`config.mk`:
```
export PLATFORM = sky130hd
export DESIGN_NAME = ncs_sequencer
export DESIGN_NICKNAME = d
export VERILOG_FILES = /design/src/logic/ncs_pkg.sv /design/src/logic/ncs_sequencer.sv
export SDC_FILE = /design/constraint.sdc
export NUM_CORES = 1
export LEC_CHECK = 0
export BUFFER_PORTS_ARGS = -buffer_cell sky130_fd_sc_hd__buf_2
export CELL_PAD_IN_SITES_DETAIL_PLACEMENT = 0
export CELL_PAD_IN_SITES_GLOBAL_PLACEMENT = 1
export CORE_MARGIN = 4
export CORE_UTILIZATION = 49
export DETAILED_ROUTE_END_ITERATION = 8
export GPL_ROUTABILITY_DRIVEN = 0
export PLACE_DENSITY = 0.88
export RECOVER_POWER = 25
export SLEW_MARGIN = 25
export SYNTH_ARGS = -nofsm -noshare
export SYNTH_HDL_FRONTEND = slang
export SYNTH_SLANG_ARGS = --single-unit
```
`constraint.sdc`:
```
create_clock -name clk -period 4.05 [get_ports clk]
set_input_delay 0.81 -clock clk [delete_from_list [all_inputs] [get_ports clk]]
set_output_delay 0.81 -clock clk [all_outputs]
set_load 0.01 [all_outputs]
```
`src/logic/ncs_pkg.sv`:
```
// Constants, carriers and decode helpers for the configuration sequencer.
// Assumes a byte-wide store and register map, each answering a read one cycle later.
package ncs_pkg;

	// ***************************************************************
	// Store and register addresses
	// ***************************************************************
	localparam int NCS_STORE_BYTES = 2048;
	localparam int NCS_STORE_AW = 11;
	localparam logic [15:0] NCS_REG_CTRL = 16'h0E00;
	localparam logic [15:0] NCS_REG_COND = 16'h0E01;
	localparam logic [15:0] NCS_REG_SAVE = 16'h0E02;
	localparam logic [15:0] NCS_REG_LOAD = 16'h0E03;
	localparam logic [15:0] NCS_REG_STATUS = 16'h0D00;
	localparam logic [15:0] NCS_REG_SCR_FIRST = 16'h0E10;
	localparam logic [15:0] NCS_REG_SCR_LAST = 16'h0E3F;
	localparam int NCS_SCR_DEPTH = 48;

	// ***************************************************************
	// Field positions and reset values
	// ***************************************************************
	localparam int NCS_WE_BIT = 0;
	localparam int NCS_SAVE_BIT = 0;
	localparam int NCS_LOAD_BIT = 1;
	localparam int NCS_ST_SAVE_BUSY = 0;
	localparam int NCS_ST_LOAD_BUSY = 1;
	localparam int NCS_ST_DONE = 2;
	localparam int NCS_ST_FAULT = 3;
	localparam logic NCS_WE_RESET = 1'b0;
	localparam logic [3:0] NCS_COND_RESET = 4'h0;
	localparam logic [7:0] NCS_CKS_RESET = 8'h00;

	// ***************************************************************
	// Instruction codes
	// ***************************************************************
	localparam logic [7:0] NCS_INS_DATA_MAX = 8'h7F;
	localparam logic [7:0] NCS_INS_IO_UPDATE = 8'h80;
	localparam logic [7:0] NCS_INS_CAL = 8'hA0;
	localparam logic [7:0] NCS_INS_SYNC = 8'hA1;
	localparam logic [7:0] NCS_INS_COND_FIRST = 8'hB0;
	localparam logic [7:0] NCS_INS_COND_LAST = 8'hCF;
	localparam logic [7:0] NCS_INS_PAUSE = 8'hFE;
	localparam logic [7:0] NCS_INS_END = 8'hFF;

	// Strap pin levels
	localparam logic [1:0] NCS_PIN_LOW = 2'h0;
	localparam logic [1:0] NCS_PIN_OPEN = 2'h1;
	localparam logic [1:0] NCS_PIN_HIGH = 2'h2;

	typedef enum logic [3:0] {
		NCS_ST_IDLE = 4'h0,
		NCS_ST_FETCH = 4'h1,
		NCS_ST_WAIT = 4'h2,
		NCS_ST_DECODE = 4'h3,
		NCS_ST_MOVE_REQ = 4'h4,
		NCS_ST_MOVE_WAIT = 4'h5,
		NCS_ST_CK_REQ = 4'h6,
		NCS_ST_CK_WAIT = 4'h7
	} ncs_state_t;

	typedef struct packed {
		logic wr;
		logic rd;
		logic [15:0] addr;
		logic [7:0] wdata;
	} ncs_bus_req_t;

	typedef struct packed {
		logic wr;
		logic rd;
		logic [NCS_STORE_AW-1:0] addr;
		logic [7:0] wdata;
	} ncs_mem_req_t;

	typedef struct packed {
		logic io_update;
		logic calibrate;
		logic dist_sync;
		logic cond_valid;
		logic [4:0] cond;
	} ncs_event_t;

	function automatic logic ncs_is_scratch(input logic [15:0] addr);
		ncs_is_scratch = (addr >= NCS_REG_SCR_FIRST) && (addr <= NCS_REG_SCR_LAST);
	endfunction

	// Strap pair to condition id; both pins open means no boot download
	function automatic logic [4:0] ncs_strap_id(input logic [1:0] high_pin, input logic [1:0] low_pin);
		logic [3:0] idx;
		idx = 4'(high_pin * 3 + low_pin);
		unique case (idx)
			4'h0: ncs_strap_id = 5'h01;
			4'h1: ncs_strap_id = 5'h02;
			4'h2: ncs_strap_id = 5'h03;
			4'h3: ncs_strap_id = 5'h04;
			4'h5: ncs_strap_id = 5'h05;
			4'h6: ncs_strap_id = 5'h06;
			4'h7: ncs_strap_id = 5'h07;
			4'h8: ncs_strap_id = 5'h08;
			default: ncs_strap_id = 5'h00;
		endcase
	endfunction

	// Default sequence: one full data block from map address 0, I/O update, end
	function automatic logic [7:0] ncs_scr_default(input int idx);
		unique case (idx)
			0: ncs_scr_default = NCS_INS_DATA_MAX;
			1: ncs_scr_default = 8'h00;
			2: ncs_scr_default = 8'h00;
			3: ncs_scr_default = NCS_INS_IO_UPDATE;
			default: ncs_scr_default = NCS_INS_END;
		endcase
	endfunction

endpackage

```
`src/logic/ncs_sequencer.sv`:
```
// Configuration sequencer moving bytes between a nonvolatile store and the register map.
// Assumes store and map read data stand while the registered read strobe is high,
// writes complete in one cycle, and the serial port delivers one-cycle register strobes.
`timescale 1ns/1ps
`default_nettype none

// Functional notes
// Store of 2048 bytes, auto-advancing address pointer
// Boot load by straps, software saves/restores anytime; the code takes save and load commands only while idle
// Scratch-pad registers hold the save sequence
// Scratch pad resets to a default sequence
// Two modes, save and restore, shared instructions
// Data instruction 0x00-0x7F, count is value+1
// 0x80 on restore pulses I/O update
// 0xA0 on restore starts clock calibration
// 0xA1 on restore pulses distribution sync
// 0xB0-0xCF give condition 0 to 31
// Pause on save freezes pointers, not stored
// End on save resets both pointers, idles
// End on restore zeroes store pointer, idles
// All instructions decoded both modes except pause
// Data instruction followed by two address bytes
// Lower-addressed byte holds the address high bits
// Transfer starts at target and counts upward
// Save appends one checksum byte per block
// Restore checksum mismatch sets fault flag
// All checksums good sets completion flag
// Save after pause appends after previous sequence
// Save needs write enable then save command
// Load command runs stored sequence until end
// Save reads scratch pad from its first register
// Restore-busy flag high throughout a download
// Checksum is modulo-256 sum of payload bytes
// Save copies other instructions verbatim, pointer+1
module ncs_sequencer #(
	parameter int STORE_BYTES = ncs_pkg::NCS_STORE_BYTES
) (
	input wire logic clk,
	input wire logic srst,
	input wire ncs_pkg::ncs_bus_req_t reg_req,
	output var logic [7:0] reg_rdata,
	output var ncs_pkg::ncs_mem_req_t mem_req,
	input wire logic [7:0] mem_rdata,
	output var ncs_pkg::ncs_bus_req_t map_req,
	input wire logic [7:0] map_rdata,
	input wire logic auto_load_en,
	input wire logic [1:0] config_select_pin_low,
	input wire logic [1:0] config_select_pin_high,
	output var ncs_pkg::ncs_event_t evt,
	output var logic [4:0] active_condition,
	output var logic load_busy
);
	import ncs_pkg::*;
	if (STORE_BYTES < 16 || STORE_BYTES > NCS_STORE_BYTES ||
			(STORE_BYTES & (STORE_BYTES - 1)) != 0) begin
		$error("STORE_BYTES must be a power of two from 16 to 2048");
	end
	localparam logic [NCS_STORE_AW-1:0] PTR_MASK = NCS_STORE_AW'(STORE_BYTES - 1);
	localparam logic [NCS_STORE_AW-1:0] PTR_ZERO = '0;
	localparam logic [5:0] SCR_LAST_IDX = 6'(NCS_SCR_DEPTH - 1);

	// ***************************************************************
	// State
	// ***************************************************************
	ncs_state_t state, next_state;
	logic mode_load, next_mode_load;
	logic [1:0] stage, next_stage;
	logic [7:0] cur, next_cur;
	logic [5:0] sp, next_sp;
	logic [NCS_STORE_AW-1:0] np, next_np;
	logic [7:0] count, next_count;
	logic [7:0] cks, next_cks;
	logic [15:0] map_ptr, next_map_ptr;
	logic [7:0] addr_hi, next_addr_hi;
	logic wr_en, next_wr_en;
	logic [3:0] cond_reg, next_cond_reg;
	logic done, next_done;
	logic fault, next_fault;
	logic [4:0] strap_id, next_strap_id;
	logic strap_taken, next_strap_taken;
	logic [7:0] scratch [NCS_SCR_DEPTH];
	logic [7:0] next_scratch [NCS_SCR_DEPTH];
	logic [7:0] next_reg_rdata;
	ncs_mem_req_t next_mem_req;
	ncs_bus_req_t next_map_req;
	ncs_event_t next_evt;
	logic [4:0] next_active_condition;
	logic next_load_busy;
	logic sw_save, sw_load, boot_load;
	logic [5:0] scr_idx;
	logic [7:0] move_byte;
	logic [NCS_STORE_AW-1:0] np_inc;

	assign scr_idx = 6'(reg_req.addr - NCS_REG_SCR_FIRST);
	assign np_inc = (np + 1'b1) & PTR_MASK;
	assign move_byte = mode_load ? mem_rdata : map_rdata;

	// ***************************************************************
	// Next-state logic
	// ***************************************************************
	always_comb begin
		next_state = state;
		next_mode_load = mode_load;
		next_stage = stage;
		next_cur = cur;
		next_sp = sp;
		next_np = np;
		next_count = count;
		next_cks = cks;
		next_map_ptr = map_ptr;
		next_addr_hi = addr_hi;
		next_wr_en = wr_en;
		next_cond_reg = cond_reg;
		next_done = done;
		next_fault = fault;
		next_strap_id = strap_id;
		next_strap_taken = strap_taken;
		next_scratch = scratch;
		next_reg_rdata = reg_rdata;
		next_mem_req = '0;
		next_map_req = '0;
		next_evt = '0;
		sw_save = 1'b0;
		sw_load = 1'b0;
		boot_load = 1'b0;

		// Register port
		if (reg_req.wr) begin
			if (ncs_is_scratch(reg_req.addr)) begin
				next_scratch[scr_idx] = reg_req.wdata;
			end
			next_wr_en = (reg_req.addr == NCS_REG_CTRL) ? reg_req.wdata[NCS_WE_BIT] : wr_en;
			next_cond_reg = (reg_req.addr == NCS_REG_COND) ? reg_req.wdata[3:0] : cond_reg;
			sw_save = (reg_req.addr == NCS_REG_SAVE) && reg_req.wdata[NCS_SAVE_BIT] && wr_en;
			sw_load = (reg_req.addr == NCS_REG_LOAD) && reg_req.wdata[NCS_LOAD_BIT];
		end
		if (reg_req.rd) begin
			next_reg_rdata = 8'h00;
			if (ncs_is_scratch(reg_req.addr)) begin
				next_reg_rdata = scratch[scr_idx];
			end else if (reg_req.addr == NCS_REG_CTRL) begin
				next_reg_rdata[NCS_WE_BIT] = wr_en;
			end else if (reg_req.addr == NCS_REG_COND) begin
				next_reg_rdata[3:0] = cond_reg;
			end else if (reg_req.addr == NCS_REG_STATUS) begin
				next_reg_rdata[NCS_ST_SAVE_BUSY] = (state != NCS_ST_IDLE) && !mode_load;
				next_reg_rdata[NCS_ST_LOAD_BUSY] = load_busy;
				next_reg_rdata[NCS_ST_DONE] = done;
				next_reg_rdata[NCS_ST_FAULT] = fault;
			end
		end

		// Straps are caught on the first cycle after reset release
		if (!strap_taken) begin
			next_strap_taken = 1'b1;
			next_strap_id = ncs_strap_id(config_select_pin_high, config_select_pin_low);
			boot_load = auto_load_en && (next_strap_id != 5'h00);
		end

		unique case (state)
			NCS_ST_IDLE: begin
				if (boot_load || sw_load) begin
					next_mode_load = 1'b1;
					next_state = NCS_ST_FETCH;
					next_stage = 2'd0;
					next_np = PTR_ZERO;
					next_done = 1'b0;
					next_fault = 1'b0;
				end else if (sw_save) begin
					next_mode_load = 1'b0;
					next_state = NCS_ST_FETCH;
					next_stage = 2'd0;
					next_sp = 6'd0;
				end
			end
			NCS_ST_FETCH: begin
				next_mem_req.rd = mode_load;
				next_mem_req.addr = np;
				next_state = NCS_ST_WAIT;
			end
			NCS_ST_WAIT: begin
				// Running off the scratch pad acts as an end instruction
				if (mode_load) begin
					next_cur = mem_rdata;
				end else if (sp > SCR_LAST_IDX) begin
					next_cur = NCS_INS_END;
				end else begin
					next_cur = scratch[sp];
				end
				next_state = NCS_ST_DECODE;
			end
			NCS_ST_DECODE: begin
				if (stage != 2'd0 || cur != NCS_INS_PAUSE || mode_load) begin
					// Save stores every byte but a pause, end code too, so a restore halts there
					if (!mode_load) begin
						next_mem_req.wr = 1'b1;
						next_mem_req.addr = np;
						next_mem_req.wdata = cur;
						next_sp = sp + 6'd1;
					end
					next_np = np_inc;
					next_state = NCS_ST_FETCH;
				end
				if (stage == 2'd1) begin
					next_addr_hi = cur;
					next_stage = 2'd2;
				end else if (stage == 2'd2) begin
					next_map_ptr = {addr_hi, cur};
					next_stage = 2'd0;
					next_state = NCS_ST_MOVE_REQ;
				end else if (cur <= NCS_INS_DATA_MAX) begin
					next_count = cur + 8'd1;
					next_cks = NCS_CKS_RESET;
					next_stage = 2'd1;
				end else if (cur == NCS_INS_END) begin
					next_np = PTR_ZERO;
					next_sp = mode_load ? next_sp : 6'd0;
					next_done = mode_load ? !fault : done;
					next_state = NCS_ST_IDLE;
				end else if (cur == NCS_INS_PAUSE && !mode_load) begin
					next_state = NCS_ST_IDLE;
				end else if (mode_load) begin
					// Pause falls through here on restore and is skipped
					next_evt.io_update = (cur == NCS_INS_IO_UPDATE);
					next_evt.calibrate = (cur == NCS_INS_CAL);
					next_evt.dist_sync = (cur == NCS_INS_SYNC);
					next_evt.cond_valid = (cur >= NCS_INS_COND_FIRST && cur <= NCS_INS_COND_LAST);
					next_evt.cond = next_evt.cond_valid ? 5'(cur - NCS_INS_COND_FIRST) : 5'h00;
				end
			end
			NCS_ST_MOVE_REQ: begin
				next_mem_req.rd = mode_load;
				next_mem_req.addr = np;
				next_map_req.rd = !mode_load;
				next_map_req.addr = map_ptr;
				next_state = NCS_ST_MOVE_WAIT;
			end
			NCS_ST_MOVE_WAIT: begin
				next_map_req.wr = mode_load;
				next_map_req.addr = map_ptr;
				next_map_req.wdata = move_byte;
				next_mem_req.wr = !mode_load;
				next_mem_req.addr = np;
				next_mem_req.wdata = move_byte;
				next_np = np_inc;
				next_map_ptr = map_ptr + 16'd1;
				next_cks = cks + move_byte;
				next_count = count - 8'd1;
				next_state = (count == 8'd1) ? NCS_ST_CK_REQ : NCS_ST_MOVE_REQ;
			end
			NCS_ST_CK_REQ: begin
				if (mode_load) begin
					next_mem_req.rd = 1'b1;
					next_mem_req.addr = np;
					next_state = NCS_ST_CK_WAIT;
				end else begin
					next_mem_req.wr = 1'b1;
					next_mem_req.addr = np;
					next_mem_req.wdata = cks;
					next_np = np_inc;
					next_state = NCS_ST_FETCH;
				end
			end
			NCS_ST_CK_WAIT: begin
				next_fault = fault || (mem_rdata != cks);
				next_np = np_inc;
				next_state = NCS_ST_FETCH;
			end
			default: begin
				next_state = NCS_ST_IDLE;
			end
		endcase

		// Nonzero software condition overrides the strap condition
		next_active_condition = (next_cond_reg != 4'h0) ? {1'b0, next_cond_reg} : next_strap_id;
		next_load_busy = (next_state != NCS_ST_IDLE) && next_mode_load;
	end

	// ***************************************************************
	// Registers
	// ***************************************************************
	always_ff @(posedge clk) begin
		if (srst) begin
			state <= NCS_ST_IDLE;
			mode_load <= 1'b0;
			stage <= 2'd0;
			cur <= 8'h00;
			sp <= 6'd0;
			np <= PTR_ZERO;
			count <= 8'h00;
			cks <= NCS_CKS_RESET;
			map_ptr <= 16'h0000;
			addr_hi <= 8'h00;
			wr_en <= NCS_WE_RESET;
			cond_reg <= NCS_COND_RESET;
			done <= 1'b0;
			fault <= 1'b0;
			strap_id <= 5'h00;
			strap_taken <= 1'b0;
			for (int i = 0; i < NCS_SCR_DEPTH; i++) begin
				scratch[i] <= ncs_scr_default(i);
			end
			reg_rdata <= 8'h00;
			mem_req <= '0;
			map_req <= '0;
			evt <= '0;
			active_condition <= 5'h00;
			load_busy <= 1'b0;
		end else begin
			state <= next_state;
			mode_load <= next_mode_load;
			stage <= next_stage;
			cur <= next_cur;
			sp <= next_sp;
			np <= next_np;
			count <= next_count;
			cks <= next_cks;
			map_ptr <= next_map_ptr;
			addr_hi <= next_addr_hi;
			wr_en <= next_wr_en;
			cond_reg <= next_cond_reg;
			done <= next_done;
			fault <= next_fault;
			strap_id <= next_strap_id;
			strap_taken <= next_strap_taken;
			scratch <= next_scratch;
			reg_rdata <= next_reg_rdata;
			mem_req <= next_mem_req;
			map_req <= next_map_req;
			evt <= next_evt;
			active_condition <= next_active_condition;
			load_busy <= next_load_busy;
		end
	end

endmodule

`default_nettype wire

```
[After elaboration in Yosys (flattened, before gate mapping)]
Memories as Yosys holds them, arrays and structs flattened.
Cells that the tools add are included.
Storage, ports and cells
  flip-flop bits (word level): 539
  memory bits (read-only): 64
  input bits: 49
  output and inout bits: 70
  word-level logic and storage cells: 284
  memories: 1
Cells by class
  add/subtract/negate cells: 9
  multipliers: 1
  order comparisons: 9
  eq/ne operators: 35
  muxes and demuxes: 94
  bitwise gates (word level): 8
  reductions and logical operators: 46
Memory list
  (name not given): words 16, width 4, rd ports 1, clocked after memory_dff 0, wr ports 0, line ncs_pkg.sv:91  | unique case (idx)
Operator list (number)
  384-bit bitwise mux: 1
  8-bit two-way mux: 15
  8-bit binary-select mux with 6-bit select: 2
  16-bit by 12-bit equality test with 1-bit output (second input constant): 5
  11-bit two-way mux: 7
  4-bit two-way mux: 15
  6-bit two-way mux: 9
  8-bit demux with 6-bit select: 1
  11-bit one-hot mux with 4 select lines: 1
  8-bit equality test (second input constant): 5
  19-bit two-way mux: 2
  16-bit two-way mux: 2
  16-bit one-hot mux with 2 select lines: 1
  4-bit one-hot mux with 8 select lines: 1
  8-bit one-hot mux with 2 select lines: 2
  8-bit one-hot mux with 3 select lines: 1
  2-bit != test (second input constant): 11
  11-bit one-hot mux with 2 select lines: 1
  1-bit two-way mux: 17
  16-bit by 1-bit adder with 16-bit output (second input constant): 1
  4-bit by 3-bit equality test with 1-bit output (second input constant): 4
  16-bit by 12-bit greater-or-equal comparator with 1-bit output (second input constant): 1
  16-bit by 12-bit <= comparator with 1-bit output (second input constant): 1
  4-bit nonzero test: 4
  47 further kinds: 92

[Depth between registers and ports, before layout]
Gate-level depths: netlist (run 1).
  depth in word-level cells: 12
  gate-level depth with buffers: 14
  gate-level depth less buffers: 12

[Worst setup path before layout (run 1)]
OpenSTA, ideal clock, no wires.
  path type: input -> register
  start: in config_select_pin_low[1]
  end: reg sp[0]
  setup time: 0.060 ns
  data arrival time: 3.372 ns
  data required time: 3.990 ns
  path slack: 0.618 ns
  stages on the path: 13
  path buffers: 1
  path through: inv_1 -> fa_1 -> inv_1 -> ha_1 -> inv_1 -> fa_1 -> clkbuf_1 -> nand3_1 -> nor3_1 -> nor3_1 -> nor2_1 -> a211oi_1 -> a22o_1
On the way
  longest elaborated chain between the ends: 9
RTL lines
  start: declaration: line ncs_sequencer.sv:47  | input wire logic [1:0] config_select_pin_low,
  4-bit by 2-bit adder with 4-bit output: line ncs_pkg.sv:90  | idx = 4'(high_pin * 3 + low_pin);
  memory 16 x 4 bit
  5-bit two-way mux: line ncs_sequencer.sv:154  | if (!strap_taken) begin
  5-bit nonzero test: line ncs_sequencer.sv:157  | boot_load = auto_load_en && (next_strap_id != 5'h00);
  1-bit logical AND: line ncs_sequencer.sv:157
  1-bit two-way mux: line ncs_sequencer.sv:154
  1-bit logical OR: line ncs_sequencer.sv:162  | if (boot_load || sw_load) begin
  2-bit != test (no line)
  3-bit AND reduction (no line)
  end signal: assignment: line ncs_sequencer.sv:314  | sp <= next_sp;
  end: declaration: line ncs_sequencer.sv:69  | logic [5:0] sp, next_sp;
No other way between the ends. The select of a mux whose other input is x is not followed.
A chain may end at the register's enable or synchronous reset.

[Worst setup path after layout (run 1)]
  start: in reg_req[8] (netlist name)
  end: reg reg_rdata[1]
On the way
  longest elaborated chain between the ends: 6
  elaborated cells between the ends (all ways): 15
  classes of those cells: add/sub: 1; order compare: 2; eq/ne: 3; mux: 7; bitwise: 1; reduce/logical: 1
RTL lines
  start: declaration: line ncs_sequencer.sv:40  | input wire ncs_pkg::ncs_bus_req_t reg_req,
  6-bit by 5-bit subtractor with 6-bit output: line ncs_sequencer.sv:94  | assign scr_idx = 6'(reg_req.addr - NCS_REG_SCR_FIRST);
  6-bit NOT with 7-bit output (not written as such): line ncs_sequencer.sv:140  | next_reg_rdata = scratch[scr_idx];
  8-bit binary-select mux with 6-bit select: line ncs_sequencer.sv:140
  8-bit two-way mux (not written as such) (2 in a row): line ncs_sequencer.sv:140
  4-bit two-way mux *: line ncs_sequencer.sv:139  | if (ncs_is_scratch(reg_req.addr)) begin
  end signal: assignment: line ncs_sequencer.sv:327  | reg_rdata <= next_reg_rdata;
  end: declaration: line ncs_sequencer.sv:41  | output var logic [7:0] reg_rdata,
Every way passes the cells marked *; elsewhere a longest branch is shown, timed or not. The select of a mux whose other input is x is not followed.

==> impl_metrics.py, run 1 <==
metrics = {
    "synth": {
        "synth_area_sq_mm": 0.0273,
        "dominantRegCellSynth": "dfxtp_1",
        "ys_ff_latch": 539,
        "yosysTopAreaCell": "dfxtp_1",
        "ys_top_cells_by_count": "dfxtp_1, nor2_1, mux2i_1",
        "synth_cell_types": 82,
        "synth.most_common_cell": "dfxtp_1",
        "synthArstFlopShare_pct": 0,
        "syn_area_per_cell_sq_um": 9.51,
        "synthCells": 2872,
        "synth_area_leaders": "dfxtp_1, mux4_2, mux2i_1, nor2_1, a21oi_1",
        "synth_edf_count": 0,
        "yosysTopAreaCellShare_pct": 39.5,
        "synth_nets": 2951,
        "yosysWarnings": 0,
        "seq_area_frac_synth_pct": 39.5,
    },
    "timing": {
        "post-route-period-util_pct": 90.7,
        "finalClockSkew_ps": 25.5,
        "drv_slew": 0,
        "tns_ps": 0,
        "setup_ws_ps": 376,
        "rsz0062_at_grt": "false",
        "tightest_slew_ps": 1360,
        "relSlewSlack_pct": 9.03,
        "setup_viol_count_final": 0,
        "fmax_mhz": 272,
        "finalHoldViolCount": 0,
        "holdWs_ps": 455,
        "layout_min_cycle_time_ps": 3670,
    },
    "flow_run": {
        "cap_violations": 0,
    },
    "drt": {
        "wl_um": 91000,
        "vias": 24100,
        "postRouteAntennaNets": 0,
        "firstDrtPassIters": 6,
        "viasPerCell": 6.50,
        "initialDrtViolationCount": 2997,
        "wl_per_cell_um": 24.5,
        "drc": 0,
    },
    "global_routing": {
        "antenna_found_initial": 4,
        "grt-ovfl-total": 0,
        "grt_max_degree": 92,
        "grtUsageTotal_pct": 29.5,
        "grt_pass1_wl_um": 139000,
        "grt_pass1_vias": 23100,
    },
    "power_and_ir_drop": {
        "powerDensity_mw_per_mm2": 374,
        "static-leakage-power_nw": 12.0,
        "ir_worst_vdd_v": 0.000296,
        "finalPower_mw": 11.5,
    },
    "floorplan": {
        "fp.dieW_um": 244,
        "core-area_sq_mm": 0.0551,
        "die_area_sq_mm": 0.0596,
        "fp.dieH_um": 244,
        "io_pins": 119,
        "start_util_pct": 49.6,
        "rows": 86,
    },
    "final_layout": {
        "drive_gt1_share_pct": 16.4,
        "largest_reg_flops": 384,
        "largest_registers": "scratch (384), map_req (26), mem_req (21)",
        "syn2layout_area_growth_pct": 12.4,
        "top_register": "scratch",
        "nets": 2999,
    },
    "clock_network": {
        "cts_buffer_depth": 3,
        "ctsHoldBuffers": 0,
        "clk_pin_slew_ps": 60,
        "cts-root-buf": "clkbuf_16",
        "cts_buffers": 56,
        "htreeDepth": 2,
        "clkLatencyLatePin_ps": 630,
        "clock_sink_count": 539,
        "tritoncts": "yes",
        "post-cts-setup-buffer-count": 0,
        "cts.repair.resized": 0,
    },
    "worst_setup_path": {
        "required_ps": 4510,
        "path_buf_inv": 2,
        "cpLargestDelayFamily": "compound AO/OA/AOI/OAI gates",
        "slowest_delay_ps": 850,
        "worstSetupStartpointType": "primary input",
        "worstPathArrival_ps": 4130,
        "criticalPathCategory": "in2reg",
        "cpMaxStageDelayCell": "o311ai_1",
        "crit_path_max_fanout": 27,
        "end_kind": "flop",
        "crit_path_cell_trace": "buf_4, clkbuf_2, mux4_2, mux2i_1, a211oi_1, o311ai_1, a21oi_1",
    },
    "placement": {
        "hpwl_um": 61700,
        "io_buffer_count": 118,
        "post-place-ws_ps": 79.2,
    },
    "worst_hold_path": {
        "hold_class": "reg2reg",
    },
    "status": {
        "status": "finished, final reports clean",
    },
}
stage by stage:
step / utilization [%] / cells / instance area (sq um)
finish: 55.7 / 3711 / 30700
global placement: 52.3 / 3607 / 28800
floorplan: - / 2872 / 27300
detailed placement: 52.4 / 3609 / 28900
global route: 55.7 / 3710 / 30700
CTS: 55.9 / 3708 / 30800
final cells by class:
| type | count | area, sq um |
|---|---|---|
| fillers | 4821 | 24400 |
| inverters | 34 | 128 |
| clock inverters | 18 | 263 |
| well taps | 748 | 936 |
| multi-input cells | 2055 | 15400 |
| repair buffers | 234 | 1460 |
| flip-flops and latches | 539 | 10800 |
| clock buffers | 81 | 1650 |
| diodes | 2 | 5.00 |
tightest hold or removal path, delay by kind of cell, from the launching register on:
family	cells	cell delay [ps]
AND/OR/NAND/NOR	1	50
flip-flops	1	310
AO/OA/AOI/OAI	1	50
where the power goes:
part	switching [mW]	internal (mW)
combinational	0.540	0.221
clock	2.20	3.19
sequential	0.0152	5.31
kinds of logic after synthesis:
group	share of synthesized area (%)
DFF	39.5
adders and majority gates	1.46
buffers and inverters	4.05
and+or+nand+nor	16.7
muxes	24.0
xor gates and xnor gates	0.674
other	0.0137
AOI/OAI and AO/OA	13.5
per-layer routing:
| metal | part of all wire, % | wire [um] | track usage, % | vias up |
|---|---|---|---|---|
| li1 | - | - | - | 10700 |
| met1 | 39 | 35400 | 39.2 | 11600 |
| met2 | 44 | 40100 | 45.4 | 1493 |
| met3 | 12 | 11000 | 8.08 | 305 |
| met4 | 4.8 | 4360 | 13.0 | 6 |
| met5 | 0.040 | 36 | 0 | - |
final timing paths:
path | endpoint | slack (ps) | depth (start not counted) | start
setup / recovery | reg_rdata[1] | 380 | 7 | reg_req[8]
setup reg to reg | np[6] | 790 | 7 | mode_load
hold / removal | addr_hi[6] | 460 | 2 | addr_hi[6]
hold reg to reg | addr_hi[6] | 460 | 2 | addr_hi[6]
cells in the final DEF, fill, tap and decap left out, drive strengths merged, types with 6 or more instances in the layout:
master | synthesis | layout
o211ai | 17 | 17
nand2 | 127 | 127
mux2 | 46 | 46
a222oi | 7 | 7
mux2i | 291 | 291
dfxtp | 539 | 539
and3 | 29 | 29
nor3 | 205 | 205
nor2b | 18 | 18
nor4 | 15 | 15
xnor2 | 15 | 15
ha | 27 | 27
clkbuf | 188 | 166
a22oi | 32 | 32
or2 | 7 | 7
xor2 | 6 | 6
a221oi | 28 | 28
a21oi | 254 | 254
nand3 | 40 | 40
clkinv | 2 | 11
a211oi | 17 | 17
bufinv | 0 | 6
a31oi | 14 | 14
mux4 | 139 | 139
a21o | 7 | 7
o21ai | 84 | 84
inv | 32 | 34
a22o | 14 | 14
and4 | 11 | 11
a2bb2oi | 7 | 7
and2 | 36 | 36
nand4 | 15 | 15
nand2b | 20 | 20
buf | 56 | 149
o221ai | 11 | 11
o22ai | 29 | 29
a311oi | 9 | 9
or3 | 9 | 9
nor2 | 389 | 389
Note: power is estimated with default switching activity, not from simulation.
==> inputs of run 2 (changes only) <==
--- a/config.mk
+++ b/config.mk
@@ -12,7 +12,7 @@
 export CORE_UTILIZATION = 49
 export DETAILED_ROUTE_END_ITERATION = 8
 export GPL_ROUTABILITY_DRIVEN = 0
-export PLACE_DENSITY = 0.88
+export PLACE_DENSITY_LB_ADDON = 0.15
 export RECOVER_POWER = 25
 export SLEW_MARGIN = 25
 export SYNTH_ARGS = -nofsm -noshare
==> impl_metrics.py, run 2 (synthesis gave the netlist of run 1 again) <==
metrics = {
    "drt": {
        "wl_um": 95900,
        "viasPerCell": 6.40,
        "drc": 0,
        "initialDrtViolationCount": 2788,
        "wl_per_cell_um": 25.8,
        "firstDrtPassIters": 6,
        "postRouteAntennaNets": 0,
        "vias": 23800,
    },
    "timing": {
        "fmax_mhz": 282,
        "drv_slew": 0,
        "rsz0062_at_grt": "false",
        "setup_ws_ps": 501,
        "finalHoldViolCount": 0,
        "tns_ps": 0,
        "relSlewSlack_pct": 12.3,
        "post-route-period-util_pct": 87.6,
        "setup_viol_count_final": 0,
        "finalClockSkew_ps": 29.5,
        "layout_min_cycle_time_ps": 3550,
        "holdWs_ps": 464,
        "tightest_slew_ps": 1310,
    },
    "final_layout": {
        "largest_registers": "scratch (384), map_req (26), mem_req (21)",
        "syn2layout_area_growth_pct": 13.4,
        "layout_common_cells": "dfxtp_1, nor2_1, mux2i_1",
        "largest_reg_flops": 384,
        "drive_gt1_share_pct": 16.8,
        "fillCellCount": 4946,
        "final_common_cell": "dfxtp_1",
        "top_register": "scratch",
        "regArea_sq_mm": 0.0108,
        "fin_cells": 3722,
        "nets": 3000,
        "multi_input_comb_area_sq_mm": 0.0155,
    },
    "placement": {
        "io_buffer_count": 118,
        "dp.cells": 3607,
        "hpwl_um": 65400,
        "post-place-ws_ps": 203,
    },
    "clock_network": {
        "clk_pin_slew_ps": 60,
        "cts-root-buf": "clkbuf_16",
        "cts_buffers": 59,
        "htreeDepth": 2,
        "tritoncts": "yes",
        "post-cts-setup-buffer-count": 0,
        "cts.repair.resized": 0,
        "cts_buffer_depth": 3,
        "clock_sink_count": 539,
        "ctsHoldBuffers": 0,
        "clkLatencyLatePin_ps": 630,
    },
    "floorplan": {
        "fp.dieW_um": 244,
        "start_util_pct": 49.6,
        "rows": 86,
        "io_pins": 119,
        "core-area_sq_mm": 0.0551,
        "die_area_sq_mm": 0.0596,
        "fp.dieH_um": 244,
    },
    "worst_setup_path": {
        "end_kind": "flop",
        "worstSetupStartpointType": "primary input",
        "worstPathArrival_ps": 4080,
        "required_ps": 4580,
        "crit_path_max_fanout": 16,
        "rrSetupSlack_ps": 910,
        "criticalPathCategory": "in2reg",
    },
    "status": {
        "status": "finished, final reports clean",
    },
    "global_routing": {
        "grt_max_degree": 196,
        "grt_pass1_vias": 23000,
        "grtUsageTotal_pct": 31.3,
        "antenna_found_initial": 2,
        "grt_pass1_wl_um": 145000,
        "grt-ovfl-total": 0,
    },
    "power_and_ir_drop": {
        "ir_worst_vdd_v": 0.000358,
        "static-leakage-power_nw": 12.0,
        "powerDensity_mw_per_mm2": 379,
    },
    "worst_hold_path": {
        "hold_class": "reg2reg",
    },
    "flow_run": {
        "cap_violations": 0,
    },
}
run 2: cell types whose count changed in the layout (fill, tap and decap cells not counted), sizes merged:
| cell | before | now |
|---|---|---|
| clkbuf | 166 | 175 |
| diode | 2 | 5 |
| bufinv | 6 | 4 |
| buf | 149 | 150 |
| clkinvlp | 1 | 2 |
| inv | 34 | 33 |
run 2: worst max-delay path, stage by stage:
cell and delay (ps):
clkbuf_1 210, inv_1 150, ha_1 160, clkbuf_1 460
nand2b_1 160, o21ai_0 340, nand4_1 160, clkbuf_1 370
nor3_2 240, clkbuf_1 750, nor3_1 90, a21oi_1 140
run 2: final cells by class:
| type | count | area share [%] |
|---|---|---|
| clock buffers | 93 | 5.96 |
| repair buffers | 232 | 5.04 |
| well taps | 748 | 3.02 |
| diodes | 5 | 0.0404 |
| flip-flops and latches | 539 | 34.9 |
| inverters | 34 | 0.412 |
| clock inverters | 16 | 0.610 |
| multi-input cells | 2055 | 50.0 |
run 2: routing by layer:
| layer | vias up | GRT usage, % | wire length [um] | part of all wire (%) |
|---|---|---|---|---|
| met5 | - | 0 | 0 | 0 |
| met4 | 0 | 13.8 | 4370 | 4.6 |
| met3 | 231 | 5.94 | 9020 | 9.4 |
| met2 | 1229 | 49.4 | 43400 | 45 |
| met1 | 11700 | 42.0 | 39100 | 41 |
| li1 | 10700 | - | - | - |
run 2: stage by stage:
stage / instance area, sq um / utilization (%) / power [mW]
2_1_floorplan: 27300 / - / 5.88
3_3_place_gp: 28900 / 52.4 / 6.17
3_5_place_dp: 29000 / 52.7 / 6.19
4_1_cts: 31000 / 56.4 / 11.8
5_1_grt: 30900 / 56.2 / 12.0
6_report: 31000 / 56.2 / 11.7
run 2: worst paths after layout:
path | endpoint | cells past startpoint | start
max | scratch[75] | 12 | reg_req[13]
min | addr_hi[7] | 2 | addr_hi[7]
max reg2reg | np[9] | 8 | cur[0]
min reg2reg | addr_hi[7] | 2 | addr_hi[7]
run 2: power by group:
group | switching, mW | internal [mW]
logic | 0.542 | 0.232
registers | 0.0158 | 5.31
clock network | 2.28 | 3.36
total | 2.83 | 8.90
